## src/swd_pkg.sv

```systemverilog
package swd_pkg;

  // Window geometry
  localparam int NUM_POS = 20;
  localparam int SEL_W = 4;
  localparam logic [19:0] EDGE_FORCE = 20'h80001;

  // Register indices; byte address is four times the index
  localparam logic [9:0] IDX_STATUS_LOW = 10'h090;
  localparam logic [9:0] IDX_STATUS_MID = 10'h091;
  localparam logic [9:0] IDX_STATUS_HIGH = 10'h092;
  localparam logic [9:0] IDX_CONTROL = 10'h093;
  localparam logic [9:0] IDX_SELECT = 10'h094;
  localparam logic [9:0] IDX_IRQ_STATUS = 10'h095;
  localparam logic [9:0] IDX_IRQ_MASK = 10'h096;
  localparam int ADDR_W = 12;

  // Control register fields
  localparam int CTL_FINE = 0;
  localparam int CTL_STICKY = 1;
  localparam int CTL_PDN = 2;
  localparam int CTL_PROC = 3;
  localparam int CTL_ALIGN = 4;
  localparam int CTL_W = 5;
  localparam logic [4:0] CTL_RESET = 5'h05;
  localparam logic [3:0] SEL_RESET = 4'h0;

  // Interrupt events
  localparam int IRQ_MEASURE = 0;
  localparam int IRQ_SELVIOL = 1;
  localparam int IRQ_W = 2;
  localparam logic [1:0] IRQ_MASK_RESET = 2'h0;

  // Processing sequence
  typedef enum logic [1:0] {
    PS_OFF = 2'b00,
    PS_WAIT = 2'b01,
    PS_RUN = 2'b11
  } swd_proc_e;

endpackage

```

## src/swd_top.sv

```systemverilog
// The implementer's own choice: the APB slave port.
`timescale 1ns/1ps
module swd_top
  import swd_pkg::*;
(
  input wire logic core_clk,
  input wire logic arst_n,
  input wire logic [ADDR_W-1:0] paddr,
  input wire logic psel,
  input wire logic penable,
  input wire logic pwrite,
  input wire logic [31:0] pwdata,
  output logic [31:0] prdata,
  output logic pready,
  output logic pslverr,
  input wire logic [NUM_POS-1:0] sysrefTap,
  output logic stepFine,
  output logic receiverPowerdown,
  output logic [SEL_W-1:0] sampleSelectActive,
  output logic sysrefProcessed,
  output logic clockAlignPulse,
  output logic irq
);

  logic [CTL_W-1:0] ctrl;
  logic [SEL_W-1:0] sampleSelect;
  logic [NUM_POS-1:0] windowStatus;
  logic [IRQ_W-1:0] irqStatus;
  logic [IRQ_W-1:0] irqMask;
  logic [NUM_POS-1:0] tapStable;
  logic [NUM_POS-1:0] tapPrev;
  logic [NUM_POS-1:0] tapFlags;
  logic stickyPrev;
  logic procPrev;
  logic selTapPrev;
  swd_proc_e procState;
  swd_proc_e next_procState;

  // Delayed sample points arrive from the analog delay row, unsynchronised
  swd_sync3 #(
    .WIDTH(NUM_POS)
  ) u_tap_sync (
    .core_clk(core_clk),
    .arst_n(arst_n),
    .din(sysrefTap),
    .dout(tapStable)
  );

  swd_window_eval #(
    .NUM(NUM_POS)
  ) u_eval (
    .taps(tapStable),
    .flags(tapFlags)
  );

  // Bus decode
  wire [9:0] regIdx = paddr[ADDR_W-1:2];
  wire hitLow = (regIdx == IDX_STATUS_LOW);
  wire hitMid = (regIdx == IDX_STATUS_MID);
  wire hitHigh = (regIdx == IDX_STATUS_HIGH);
  wire hitCtl = (regIdx == IDX_CONTROL);
  wire hitSel = (regIdx == IDX_SELECT);
  wire hitIrqSt = (regIdx == IDX_IRQ_STATUS);
  wire hitIrqMask = (regIdx == IDX_IRQ_MASK);
  wire mapped = hitLow | hitMid | hitHigh | hitCtl | hitSel | hitIrqSt
    | hitIrqMask;
  wire setupRead = psel & ~penable & ~pwrite;
  wire accessWrite = psel & penable & pwrite & mapped;
  wire wrCtl = accessWrite & hitCtl;
  wire wrSel = accessWrite & hitSel;
  wire wrIrqSt = accessWrite & hitIrqSt;
  wire wrIrqMask = accessWrite & hitIrqMask;

  assign pready = 1'b1;
  assign pslverr = psel & penable & ~mapped;

  // Read data is captured in the setup cycle so prdata comes from a flop
  wire [31:0] rdMux =
    hitLow ? {24'h000000, windowStatus[7:0]} :
    hitMid ? {24'h000000, windowStatus[15:8]} :
    hitHigh ? {28'h0000000, windowStatus[19:16]} :
    hitCtl ? {27'h0000000, ctrl} :
    hitSel ? {28'h0000000, sampleSelect} :
    hitIrqSt ? {30'h00000000, irqStatus} :
    hitIrqMask ? {30'h00000000, irqMask} :
    32'h00000000;

  // Control fields
  wire fineEn = ctrl[CTL_FINE];
  wire stickyEn = ctrl[CTL_STICKY];
  wire powerDown = ctrl[CTL_PDN];
  wire procEn = ctrl[CTL_PROC];
  wire alignEn = ctrl[CTL_ALIGN];

  assign stepFine = fineEn;
  assign receiverPowerdown = powerDown;

  // A measurement is taken on the first snapshot that shows SYSREF high
  // after one that showed it low at every point.
  wire measEdge = ~powerDown & (|tapStable) & ~(|tapPrev);
  wire stickyRise = stickyEn & ~stickyPrev;
  wire procRise = procEn & ~procPrev;

  // Restarting accumulation drops history but keeps the outer points set
  wire [NUM_POS-1:0] statusBase = stickyRise ? EDGE_FORCE : windowStatus;
  wire [NUM_POS-1:0] measured = tapFlags | EDGE_FORCE;
  wire [NUM_POS-1:0] next_windowStatus =
    !measEdge ? statusBase :
    stickyEn ? (statusBase | measured) :
    measured;

  // Processing at the active point
  wire selTap = tapStable[sampleSelectActive];
  wire selEdge = ~powerDown & selTap & ~selTapPrev;
  wire selViolation = measEdge & measured[sampleSelectActive]
    & (procState != PS_OFF);

  wire [IRQ_W-1:0] irqEvents;
  assign irqEvents[IRQ_MEASURE] = measEdge;
  assign irqEvents[IRQ_SELVIOL] = selViolation;
  wire [IRQ_W-1:0] irqClear = wrIrqSt ? pwdata[IRQ_W-1:0] : '0;
  // Set wins over a clear arriving in the same cycle
  wire [IRQ_W-1:0] next_irqStatus = (irqStatus & ~irqClear) | irqEvents;

  always_comb begin
    next_procState = procState;
    unique case (procState)
      PS_OFF: begin
        if (procEn && !powerDown) begin
          next_procState = PS_WAIT;
        end
      end
      PS_WAIT: begin
        if (!procEn || powerDown) begin
          next_procState = PS_OFF;
        end else if (alignEn && selEdge) begin
          next_procState = PS_RUN;
        end
      end
      PS_RUN: begin
        if (!procEn || powerDown) begin
          next_procState = PS_OFF;
        end
      end
      default: begin
        next_procState = PS_OFF;
      end
    endcase
  end

  always_ff @(posedge core_clk or negedge arst_n) begin
    if (!arst_n) begin
      ctrl <= CTL_RESET;
      sampleSelect <= SEL_RESET;
      irqMask <= IRQ_MASK_RESET;
    end else begin
      if (wrCtl) begin
        ctrl <= pwdata[CTL_W-1:0];
      end
      if (wrSel) begin
        sampleSelect <= pwdata[SEL_W-1:0];
      end
      if (wrIrqMask) begin
        irqMask <= pwdata[IRQ_W-1:0];
      end
    end
  end

  always_ff @(posedge core_clk or negedge arst_n) begin
    if (!arst_n) begin
      prdata <= 32'h00000000;
    end else if (setupRead) begin
      prdata <= rdMux;
    end
  end

  always_ff @(posedge core_clk or negedge arst_n) begin
    if (!arst_n) begin
      windowStatus <= EDGE_FORCE;
      tapPrev <= '0;
      stickyPrev <= 1'b0;
    end else begin
      windowStatus <= next_windowStatus;
      tapPrev <= tapStable;
      stickyPrev <= stickyEn;
    end
  end

  // The select value is only taken when processing is switched on, so a
  // write while processing runs cannot shift the point mid-stream.
  always_ff @(posedge core_clk or negedge arst_n) begin
    if (!arst_n) begin
      sampleSelectActive <= SEL_RESET;
      procPrev <= 1'b0;
    end else begin
      procPrev <= procEn;
      if (procRise) begin
        sampleSelectActive <= sampleSelect;
      end
    end
  end

  always_ff @(posedge core_clk or negedge arst_n) begin
    if (!arst_n) begin
      procState <= PS_OFF;
      selTapPrev <= 1'b0;
      sysrefProcessed <= 1'b0;
      clockAlignPulse <= 1'b0;
    end else begin
      procState <= next_procState;
      selTapPrev <= selTap;
      sysrefProcessed <= (procState == PS_RUN) & procEn & selEdge;
      clockAlignPulse <= (procState == PS_WAIT) & procEn & alignEn
        & selEdge;
    end
  end

  always_ff @(posedge core_clk or negedge arst_n) begin
    if (!arst_n) begin
      irqStatus <= '0;
      irq <= 1'b0;
    end else begin
      irqStatus <= next_irqStatus;
      irq <= |(next_irqStatus & irqMask);
    end
  end

endmodule // swd_top

```

## src/swd_sync3.sv

```systemverilog
`timescale 1ns/1ps
module swd_sync3 #(
  parameter int WIDTH = 1
) (
  input wire logic core_clk,
  input wire logic arst_n,
  input wire logic [WIDTH-1:0] din,
  output logic [WIDTH-1:0] dout
);
  logic [WIDTH-1:0] stage1;
  logic [WIDTH-1:0] stage2;
  logic [WIDTH-1:0] stage3;

  // A bit moves only once the last two stages agree
  wire [WIDTH-1:0] next_dout = (stage2 & stage3) | (dout & (stage2 | stage3));

  always_ff @(posedge core_clk or negedge arst_n) begin
    if (!arst_n) begin
      stage1 <= '0;
      stage2 <= '0;
      stage3 <= '0;
      dout <= '0;
    end else begin
      stage1 <= din;
      stage2 <= stage1;
      stage3 <= stage2;
      dout <= next_dout;
    end
  end
endmodule // swd_sync3

```

## src/swd_window_eval.sv

```systemverilog
`timescale 1ns/1ps
module swd_window_eval #(
  parameter int NUM = 20
) (
  input wire logic [NUM-1:0] taps,
  output logic [NUM-1:0] flags
);
  // A point next to a level change sits in the transition region
  genvar i;
  generate
    for (i = 0; i < NUM; i++) begin : g_pos
      if (i == 0 || i == NUM - 1) begin : g_edge
        assign flags[i] = 1'b1;
      end else begin : g_mid
        assign flags[i] = (taps[i] ^ taps[i-1]) | (taps[i] ^ taps[i+1]);
      end
    end
  endgenerate
endmodule // swd_window_eval

```

## config.mk

```make
export PLATFORM = sky130hd
export DESIGN_NAME = swd_top
export DESIGN_NICKNAME = d
export VERILOG_FILES = /design/src/swd_pkg.sv /design/src/swd_top.sv /design/src/swd_sync3.sv /design/src/swd_window_eval.sv
export SDC_FILE = /design/constraint.sdc
export NUM_CORES = 1
export LEC_CHECK = 0
export BUFFER_PORTS_ARGS = -buffer_cell sky130_fd_sc_hd__clkbuf_2
export CAP_MARGIN = 10
export CORE_ASPECT_RATIO = 0.5
export CORE_MARGIN = 8
export CORE_UTILIZATION = 50
export DETAILED_ROUTE_END_ITERATION = 7
export GPL_TIMING_DRIVEN = 0
export PLACE_DENSITY_LB_ADDON = 0.3
export RECOVER_POWER = 25
export SYNTH_ARGS = -nofsm -noshare
export SYNTH_HDL_FRONTEND = slang
export SYNTH_HIERARCHICAL = 1
export SYNTH_SLANG_ARGS = --single-unit
export TNS_END_PERCENT = 30
```

## constraint.sdc

```tcl
create_clock -name core_clk -period 2.24 [get_ports core_clk]
set_input_delay 0.112 -clock core_clk [delete_from_list [all_inputs] [get_ports core_clk]]
set_output_delay 0.112 -clock core_clk [all_outputs]
set_load 0.03 [all_outputs]
```

==> out/qor.csv, run 1 <==
stage;metric;value;unit
timing;Tightest Pin Transition;0.5456;ns
worst_setup_path;Worst Path Required;2.54;ns
clock_network;Max Root-Sink Buffers;2;
clock_network;clk_lat worst skew;0.41;ns
place;GPL Wtd Cong;0.7923;
global_route;vias in the first global route;3853;
worst_setup_path;CP Launch Type;flip-flop;
clock_network;H-tree Lvls;4;
cells_and_area;Final Net Count;619;
worst_setup_path;Setup CP Type;flip-flop to flip-flop;
power;Lkg Pwr;0.003378;uW
detailed_routing;total wire length;11540;um
synthesis;synthesized instance count;413;
timing;final setup margin;-0.01816;ns
place;placed cells;638;
timing;fin crit period;2.258;ns
global_route;Overflow after GRT;0;
timing;WHS;0.1570;ns
global_route;first-pass GRT wire length;19490;um
floorplan;die width;168.5;um
place;pre-CTS WS;-0.1157;ns
floorplan;Core Footprint;0.01115;sq mm
floorplan;Starting Density;52.13;%
run_status;failing checks;negative setup slack;
timing;Final period util;100.8;%
floorplan;Die Height;92.24;um
power;worst vdd ir;0.0004567;V
timing;Post-Route Setup TNS;-0.01816;ns
global_route;largest net degree at the start of global routing;120;
cells_and_area;layout cells sized above 1;34.99;%
clock_network;Root Buffer;clkbuf_16;
timing;max-slew violations;0;
timing;Final Hold Fails;0;
synthesis;synth warn;6;
detailed_routing;DR WL/cell;16.30;um
detailed_routing;via count;3697;
global_route;Total GRT Usage;15.76;%
run;Max Cap Viol;0;
run_status;run status;finished, violations left;
floorplan;num rows;27;
cells_and_area;Layout area overhead;27.10;%
timing;RSZ-0062 raised after global routing;yes;
clock_network;CTS tree;yes;
detailed_routing;drt drc;0;
detailed_routing;DRT antenna net count;0;
synthesis;Post-Syn Area;0.005812;sq mm
cells_and_area;FF/Latch Area;0.003819;sq mm
timing;Setup Skew;0.01555;ns
detailed_routing;Vias/cell;5.222;
cells_and_area;Fill cells;810;
timing;Rel. slew slack;63.32;%
clock_network;Num CTS Buffers;17;
timing;Max Fclk;0.4428;GHz
detailed_routing;1st-pass router iterations;4;
cells_and_area;Ant. Diodes;0;
clock_network;Clock Sink Count;152;
global_route;initial antenna violation count;0;
worst_setup_path;Worst Setup End Kind;flip-flop;
clock_network;Reg clk slew, reported paths;0.06;ns
place;IO buf count;56;
floorplan;die footprint;0.01554;sq mm
cells_and_area;Multi-input gate area;0.001836;sq mm
synthesis;Avg Cell Area, Syn;14.07;sq um
cells_and_area;post-route insts no fill;708;
power;PD cells;882.5;mW/mm^2
worst_setup_path;Arrival @ worst endpoint;2.56;ns
timing;Final setup viols;1;
worst_hold_path;hold crit path type;input port to asynchronous set/reset pin;
place;Detail Placement HPWL;7702;um
detailed_routing;1st-iter DRT viols;307;
floorplan;Ports;112;
worst_setup_path;Crit Path Max Fanout;7;
critical path, cell delays in order (launching register included):
cell and delay [ns]:
dfrtp_2 0.46, nor3_2 0.20, a21oi_1 0.10, mux4_2 0.46, and2_0 0.17, o32a_1 0.32
a31o_1 0.25, a22o_1 0.18
path summary, 6_finish.rpt:
kind	start	end	slack [ns]	cells past startpoint
worst min register to register	u_tap_sync/stage1[18]	u_tap_sync/stage2[18]	0.35	0
min in group core_clk	paddr[10]	prdata[0]	0.18	5
worst max register to register	u_tap_sync/dout[6]	irq	-0.02	7
max in group asynchronous	arst_n	ctrl[2]	1.26	3
worst max-delay path	u_tap_sync/dout[6]	irq	-0.02	7
worst min-delay path	arst_n	u_tap_sync/stage3[11]	0.16	2
power by group:
part,internal [uW],switching [uW],leakage (uW)
combinational,269,301,0.00129
clock,1750,1120,0.000284
sequential,2930,154,0.00180
metal layers:
layer,wire length (um),global-route usage [%]
met3,880,5.088
met4,88,5.092
met5,0,0
met2,4948,22.75
met1,5625,22.18
sequential cells by signal (all words and copies together) (netlist names), 4 cells and up:
signal and cells:
u_tap_sync/stage3 20, u_tap_sync/dout 20, u_tap_sync/stage1 20, u_tap_sync/stage2 20, ctrl 5, prdata 8, sampleSelectActive 4, windowStatus 19
tapPrev 20, sampleSelect 4
layout make-up:
class                           instances  area share (%)
Timing Repair Buffer                   95           9.028
Clock inverter                         11           1.846
Clock buffer                           21           6.369
Inverter                                5          0.2541
Sequential cell                       152           51.69
Tap cell                              145           2.456
Multi-Input combinational cell        243           24.85
Buffer                                 36           3.506
repair_timing:
action                     4_1_cts  5_1_grt
setup endpoints to repair        1       11
hold buffers                    26        0
pin swaps                        1        1
hold endpoints to repair        64        0
setup buffers                   11        1
resized for setup                9        5
cell usage in the layout, fill, tap and decap left out, types with 3 or more instances in the layout:
cell / count
a21oi_1: 10
nor3_2: 5
dlygate4sd3_1: 26
buf_2: 3
and3_1: 11
buf_6: 3
clkinvlp_4: 4
nor2_1: 22
inv_1: 5
nand3_1: 4
nor4_1: 8
maj3_2: 20
nand2_1: 12
dfstp_2: 3
and2_1: 4
a211oi_1: 5
clkbuf_1: 5
a221oi_1: 3
mux2_2: 16
mux4_2: 6
clkbuf_2: 55
conb_1: 25
nor2b_1: 4
nor3_1: 20
dfrtp_2: 9
clkbuf_8: 4
a22o_1: 19
buf_4: 38
dfrtp_1: 140
mux2i_1: 8
o2bb2ai_1: 4
clkbuf_16: 17
through the flow:
| stage | instance area (sq um) | power (uW) | utilization, % |
|---|---|---|---|
| floorplan | 5898 | 3407 | - |
| global placement | 6360 | 3593 | 57.05 |
| detailed placement | 6396 | 3616 | 57.37 |
| CTS | 7367 | 6564 | 66.08 |
| global route | 7387 | 6784 | 66.26 |
| finish | 7387 | 6519 | 66.26 |
(Power assumes the default switching activity.)
==> inputs of run 2 (changes only) <==
BUFFER_PORTS_ARGS = -buffer_cell sky130_fd_sc_hd__buf_2   (was -buffer_cell sky130_fd_sc_hd__clkbuf_2)
==> run 2 against run 1 <==
The run now ends clean. Hold slack improved by 0.025 ns. Global-route usage increased by 0.55 points. Non-clock buffer count up 1. Worst setup slack better by 0.037 ns. Via count fell by 0.65%. Count of clock-buffer cells in the layout shrank 1. Sequential share of layout area shrank 0.16 points. Combinational power is essentially flat. Wire length increased by 3.0%. Die area unchanged. Highest routed layer unchanged. Maximum frequency grew 1.7%.
==> out/qor.csv, run 2 (same netlist as run 1, synthesis figures left out) <==
stage;metric;value;unit;change
floorplan;Core Footprint;0.01115;sq mm;unchanged
floorplan;Die Height;92.24;um;unchanged
timing;fin crit period;2.221;ns;-0.03728 ns
timing;WHS;0.1816;ns;+0.02458 ns
cells_and_area;commonest cells after routing, fill and taps aside;dfrtp_1, buf_2, buf_4;;
timing;Final period util;99.15;%;-1.7 points
cells_and_area;Util after Layout;66.44;%;+0.18 points
detailed_routing;Vias/cell;5.181;;-0.79%
clock_network;CTS tree;yes;;
clock_network;Num CTS Buffers;17;;unchanged
cells_and_area;most common cell after layout, fill and taps aside;dfrtp_1;;
place;placed cells;638;;unchanged
global_route;largest net degree at the start of global routing;78;;-35%
clock_network;Max Root-Sink Buffers;2;;unchanged
power;worst vdd ir;0.0005012;V;+9.8%
timing;Setup Skew;0.008631;ns;-0.006922 ns
worst_setup_path;Arrival @ worst endpoint;2.52;ns;-0.04 ns
run;Max Cap Viol;0;;unchanged
worst_setup_path;Setup CP Type;flip-flop to flip-flop;;
worst_setup_path;CP Launch Type;flip-flop;;
clock_network;Root Buffer;clkbuf_16;;
worst_setup_path;critical path cell sequence;nor3_2, a21oi_2, mux4_2, and2_0, o32a_1, a31o_1, a22o_1;;
floorplan;die width;168.5;um;unchanged
worst_hold_path;hold crit path type;input port to flip-flop;;
clock_network;clk_lat worst skew;0.41;ns;about the same
timing;Tightest Pin Transition;0.7030;ns;+0.1575 ns
worst_setup_path;Crit Path Max Fanout;10;;+3
global_route;first-pass GRT wire length;20060;um;+2.9%
place;IO buf count;56;;unchanged
detailed_routing;1st-pass router iterations;5;;+1
cells_and_area;Final Net Count;620;;+0.16%
clock_network;H-tree Lvls;4;;unchanged
timing;final setup margin;0.01913;ns;+0.03728 ns
detailed_routing;via count;3673;;-0.65%
floorplan;die footprint;0.01554;sq mm;unchanged
run_status;run status;complete, no violations;;
timing;RSZ-0062 raised after global routing;yes;;
global_route;Global Route met3 Usage;6.028;%;+0.94 points
global_route;routing usage on met2;24.16;%;+1.4 points
detailed_routing;DRT antenna net count;0;;unchanged
global_route;vias in the first global route;3892;;+1.0%
place;GPL Wtd Cong;0.7911;;-0.15%
floorplan;Starting Density;52.13;%;unchanged
cells_and_area;Ant. Diodes;0;;unchanged
detailed_routing;total wire length;11890;um;+3.0%
timing;Final setup viols;0;;-1
floorplan;Ports;112;;unchanged
worst_setup_path;Worst Path Required;2.54;ns;about the same
power;Lkg Pwr;0.003400;uW;+0.65%
cells_and_area;layout cells sized above 1;35.11;%;+0.12 points
cells_and_area;Layout area overhead;27.45;%;
power;PD cells;890.6;mW/mm^2;+0.92%
detailed_routing;1st-iter DRT viols;279;;-9.1%
timing;max-slew violations;0;;unchanged
global_route;initial antenna violation count;0;;unchanged
timing;Final Hold Fails;0;;unchanged
timing;Max Fclk;0.4503;GHz;+1.7%
worst_setup_path;Worst Setup End Kind;flip-flop;;
power;Tot Pwr;6597;uW;+1.2%
worst_setup_path;CP max stage delay;0.48;ns;+0.02 ns
worst_setup_path;Worst path slowest cell;dfrtp_2;;
cells_and_area;post-route insts no fill;709;;+0.14%
place;pre-CTS WS;-0.1011;ns;+0.01458 ns
global_route;Total GRT Usage;16.31;%;+0.55 points
global_route;met1 Use GR;22.19;%;about the same
detailed_routing;drt drc;0;;unchanged
global_route;grt peak-use layer;met2;;
place;Detail Placement HPWL;8149;um;+5.8%
clock_network;Reg clk slew, reported paths;0.06;ns;about the same
floorplan;num rows;27;;unchanged
clock_network;Clock Sink Count;152;;unchanged
detailed_routing;DR WL/cell;16.76;um;+2.8%
global_route;Overflow after GRT;0;;unchanged
timing;Rel. slew slack;53.13;%;-10 points
[run 2: cell types whose count changed in the layout (fill, tap and decap cells not counted), sizes merged]
cell	previous run	this run
clkinv	2	3
bufinv	2	3
inv	8	9
clkbuf	81	24
clkinvlp	4	2
buf	45	102
[run 2: worst paths after layout]
path,start,cells after the start,end,slack (ns)
worst min-delay path,paddr[3],5,prdata[0],0.18
worst max-delay path,u_tap_sync/dout[7],7,irq,0.02
min in group asynchronous,arst_n,2,u_tap_sync/stage1[5],0.28
worst max register to register,u_tap_sync/dout[7],7,irq,0.02
max in group asynchronous,arst_n,3,ctrl[2],1.11
worst min register to register,u_tap_sync/stage1[17],0,u_tap_sync/stage2[17],0.35
[run 2: timing repair]
action,in CTS,in global routing
buffers inserted,5,8
resized for setup,9,5
endpoints found under the setup margin,1,11
pin swaps,0,4
hold buffers,26,0
hold endpoints to repair,106,0
[run 2: metal layers]
| layer | share of wire, % | routed length [um] |
|---|---|---|
| met1 | 48 | 5694 |
| met2 | 44 | 5225 |
| met3 | 7.2 | 851 |
| met4 | 0.96 | 114 |
| met5 | 0 | 0 |
[run 2: per-stage QoR]
stage	instance area (sq um)	TNS [ns]
global placement	6360	-144.50
floorplan	5898	0
detailed placement	6394	-0.1011
finish	7407	0
global route	7407	-0.06859
CTS	7330	0
[run 2: power by group]
part	internal [uW]	leakage (uW)	total [uW]	switching, uW
clock	1830	0.000298	2940	1120
combinational	271	0.00130	568	297
sequential	2930	0.00180	3080	159
total	5020	0.00340	6600	1570
[run 2: worst max-delay path, delay by kind of cell, from the launching register on]
family / cells / cell delay (ns)
simple gates: 2 / 0.38
compound gates: 4 / 0.81
mux: 1 / 0.45
flops: 1 / 0.48
[run 2: area by class of cell]
type,instances,area (sq um)
buffer,36,259.0
clock buffer,20,456.7
clock inverter,12,162.7
fill,792,3741
inverter,5,18.77
multi-input combinational,243,1839
sequential,152,3817
tap,145,181.4
timing repair buffer,96,671.9
==> inputs of run 3 (changes only) <==
PLACE_DENSITY = 0.79   (was not set)
PLACE_DENSITY_LB_ADDON = not set   (was 0.3)
REMOVE_ABC_BUFFERS = 1   (was not set)
==> run 3 against run 2 <==
The flow now finishes with violations (negative setup slack). Core utilization decreased by 2.4 points. Highest routed layer unchanged. Critical path depth unchanged. Die area unchanged. Critical path type unchanged. Sequential power about the same.
==> out/qor.csv, run 3 (same netlist as run 1, synthesis figures left out) <==
stage;metric;value;unit;change
worst_hold_path;hold crit path type;input port to flip-flop;;
timing;final setup margin;-0.004934;ns;-0.02406 ns
floorplan;die footprint;0.01554;sq mm;unchanged
global_route;first-pass GRT wire length;19850;um;-1.0%
place;IO buf count;57;;+1.8%
power;cell internal pwr;4891;uW;-2.7%
clock_network;Reg clk slew, reported paths;0.07;ns;about the same
cells_and_area;Final Net Count;582;;-6.1%
global_route;initial antenna violation count;0;;unchanged
timing;max-slew violations;0;;unchanged
worst_setup_path;critical path cell sequence;nor3_2, a21oi_1, mux4_2, and2_4, o32a_1, a31o_1, a22o_1;;
timing;RSZ-0062 raised after global routing;yes;;
worst_setup_path;reg2reg end;irq;;
timing;Post-Route Setup TNS;-0.004934;ns;-0.004934 ns
global_route;Overflow after GRT;0;;unchanged
worst_hold_path;WHS Endpoint;prdata[4];;
worst_setup_path;CP Launch Type;flip-flop;;
floorplan;Starting Density;52.13;%;unchanged
timing;Tightest Pin Transition;0.5971;ns;-0.1059 ns
timing;Final period util;100.2;%;+1.1 points
clock_network;H-tree Lvls;4;;unchanged
cells_and_area;most common cell after layout, fill and taps aside;dfrtp_1;;
run;Max Cap Viol;0;;unchanged
timing;Setup Skew;0.01385;ns;+0.005220 ns
detailed_routing;1st-iter DRT viols;327;;+17%
power;Sw Share;24.86;%;+1.0 points
worst_setup_path;Worst Path Required;2.54;ns;about the same
timing;Max Fclk;0.4454;GHz;-1.1%
clock_network;Num CTS Buffers;17;;unchanged
cells_and_area;Layout area overhead;22.82;%;
worst_setup_path;Worst path slowest cell;dfrtp_2;;
detailed_routing;DR WL/cell;17.98;um;+7.3%
cells_and_area;Util after Layout;64.03;%;-2.4 points
global_route;Total GRT Usage;16.17;%;-0.14 points
place;Detail Placement HPWL;7764;um;-4.7%
worst_setup_path;Crit Path Max Fanout;8;;-2
floorplan;die width;168.5;um;unchanged
detailed_routing;1st-pass router iterations;4;;-1
worst_setup_path;reg2reg setup slack;-0.005;ns;-0.02 ns
detailed_routing;total wire length;12070;um;+1.5%
cells_and_area;layout cells sized above 1;31.75;%;-3.4 points
floorplan;Ports;112;;unchanged
timing;fin crit period;2.245;ns;+0.02406 ns
run_status;run status;finished, violations left;;
cells_and_area;commonest cells after routing, fill and taps aside;dfrtp_1, buf_2, dlygate4sd3_1;;
worst_setup_path;Worst Setup End Kind;flip-flop;;
worst_setup_path;CP delay by family, top;compound AO/OA/AOI/OAI gates;;
worst_hold_path;hold depth;3;;-2
power;Net Sw Power;1618;uW;+2.9%
worst_setup_path;worst path bufs/invs;0;;unchanged
clock_network;Clock Sink Count;152;;unchanged
power;worst vdd ir;0.0004963;V;-0.98%
global_route;largest net degree at the start of global routing;87;;+12%
cells_and_area;Ant. Diodes;0;;unchanged
worst_setup_path;RR Startpoint;u_tap_sync/dout[4];;
clock_network;Max Root-Sink Buffers;2;;unchanged
clock_network;clk_lat worst skew;0.42;ns;about the same
place;GPL Wtd Cong;0.7995;;+1.1%
power;Lkg Pwr;0.003214;uW;-5.5%
clock_network;Root Buffer;clkbuf_16;;
worst_setup_path;Setup CP Type;flip-flop to flip-flop;;
power;combinational share of power;8.1;%;-0.5 points
clock_network;CTS tree;yes;;
power;Seq pwr share;47.4;%;+0.6 points
worst_setup_path;Register-to-Register Path Depth;7;;unchanged
run_status;failing checks;negative setup slack;;
detailed_routing;drt drc;0;;unchanged
floorplan;Die Height;92.24;um;unchanged
floorplan;num rows;27;;unchanged
timing;Final Hold Fails;0;;unchanged
floorplan;Core Footprint;0.01115;sq mm;unchanged
detailed_routing;Vias/cell;5.472;;+5.6%
worst_setup_path;Arrival @ worst endpoint;2.54;ns;+0.02 ns
worst_hold_path;hold_sp;paddr[3];;
detailed_routing;via count;3672;;-0.027%
timing;Rel. slew slack;60.19;%;+7.1 points
power;PD cells;912.0;mW/mm^2;+2.4%
power;clock share of power;44.5;%;about the same
worst_setup_path;CP max stage delay;0.47;ns;about the same
detailed_routing;DRT antenna net count;0;;unchanged
global_route;vias in the first global route;3832;;-1.5%
timing;Final setup viols;1;;+1
==> run 3: cell types whose count changed in the layout (fill, tap and decap cells not counted), sizes merged <==
| cell | before | now |
|---|---|---|
| clkbuf | 24 | 19 |
| inv | 9 | 11 |
| bufinv | 3 | 2 |
| buf | 102 | 68 |
==> run 3: timing repair <==
action,CTS,global route
endpoints found under the setup margin,19,11
setup buffers,0,10
resized for setup,11,10
hold endpoints to repair,97,0
cloned,0,0
hold buffers,26,0
pin swaps,0,5
==> run 3: final cells by class <==
cell class	instances	area, sq um
clock buffers	19	452.9
clock inverters	13	156.4
fillers	808	4010
inverters	5	18.77
multi-input cells	243	1852
flip-flops and latches	152	3819
well taps	145	181.4
repair buffers	94	658.1
==> run 3: per-stage QoR <==
step                      std cells  total power (uW)  instance area (sq um)  setup slack, ns  hold slack [ns]
after floorplan                 400              3360                   5639           0.1041          -0.1836
after global placement          602              3549                   6106          -0.9620           0.2205
after detailed placement        603              3581                   6140          -0.3065           0.1377
after CTS                       661              6515                   7038        -0.002021           0.1441
after global routing            671              6773                   7138         -0.09549           0.1728
final                           671              6510                   7138        -0.004934           0.1694
==> run 3: worst register-to-register path: stages (launching register included) <==
cell and delay [ns]:
dfrtp_2 0.47, nor3_2 0.21, a21oi_1 0.09, mux4_2 0.46, and2_4 0.16, o32a_1 0.29, a31o_1 0.25, a22o_1 0.19
==> run 3: how the worst max path moves through the flow <==
stage	slack, ns	startpoint	end	cells after the start
final	-0.005	u_tap_sync/dout[4]	irq	7
after global placement	-0.96	arst_n	ctrl[4]	1
after detailed placement	-0.31	u_tap_sync/dout[14]	windowStatus[5]	5
after CTS	-0.002	u_tap_sync/dout[3]	irq	7
after floorplan	0.10	sampleSelectActive[2]	procState[1]	5
after global routing	-0.1	u_tap_sync/dout[3]	irq	7
==> run 3: per-layer routing <==
metal,vias to the layer above,routed length [um],GRT usage (%)
met5,-,0,0
li1,1673,-,-
met1,1845,5653,21.92
met4,0,117,5.535
met2,145,5472,23.99
met3,9,821,5.558
==> run 3: power by group through the flow <==
stage	Sequential, uW	Combinational, uW	Clock (uW)
floorplan	3100	256	0
global placement	3120	430	0
detailed placement	3130	449	0
CTS	3090	488	2940
global route	3110	580	3080
finish	3090	526	2890
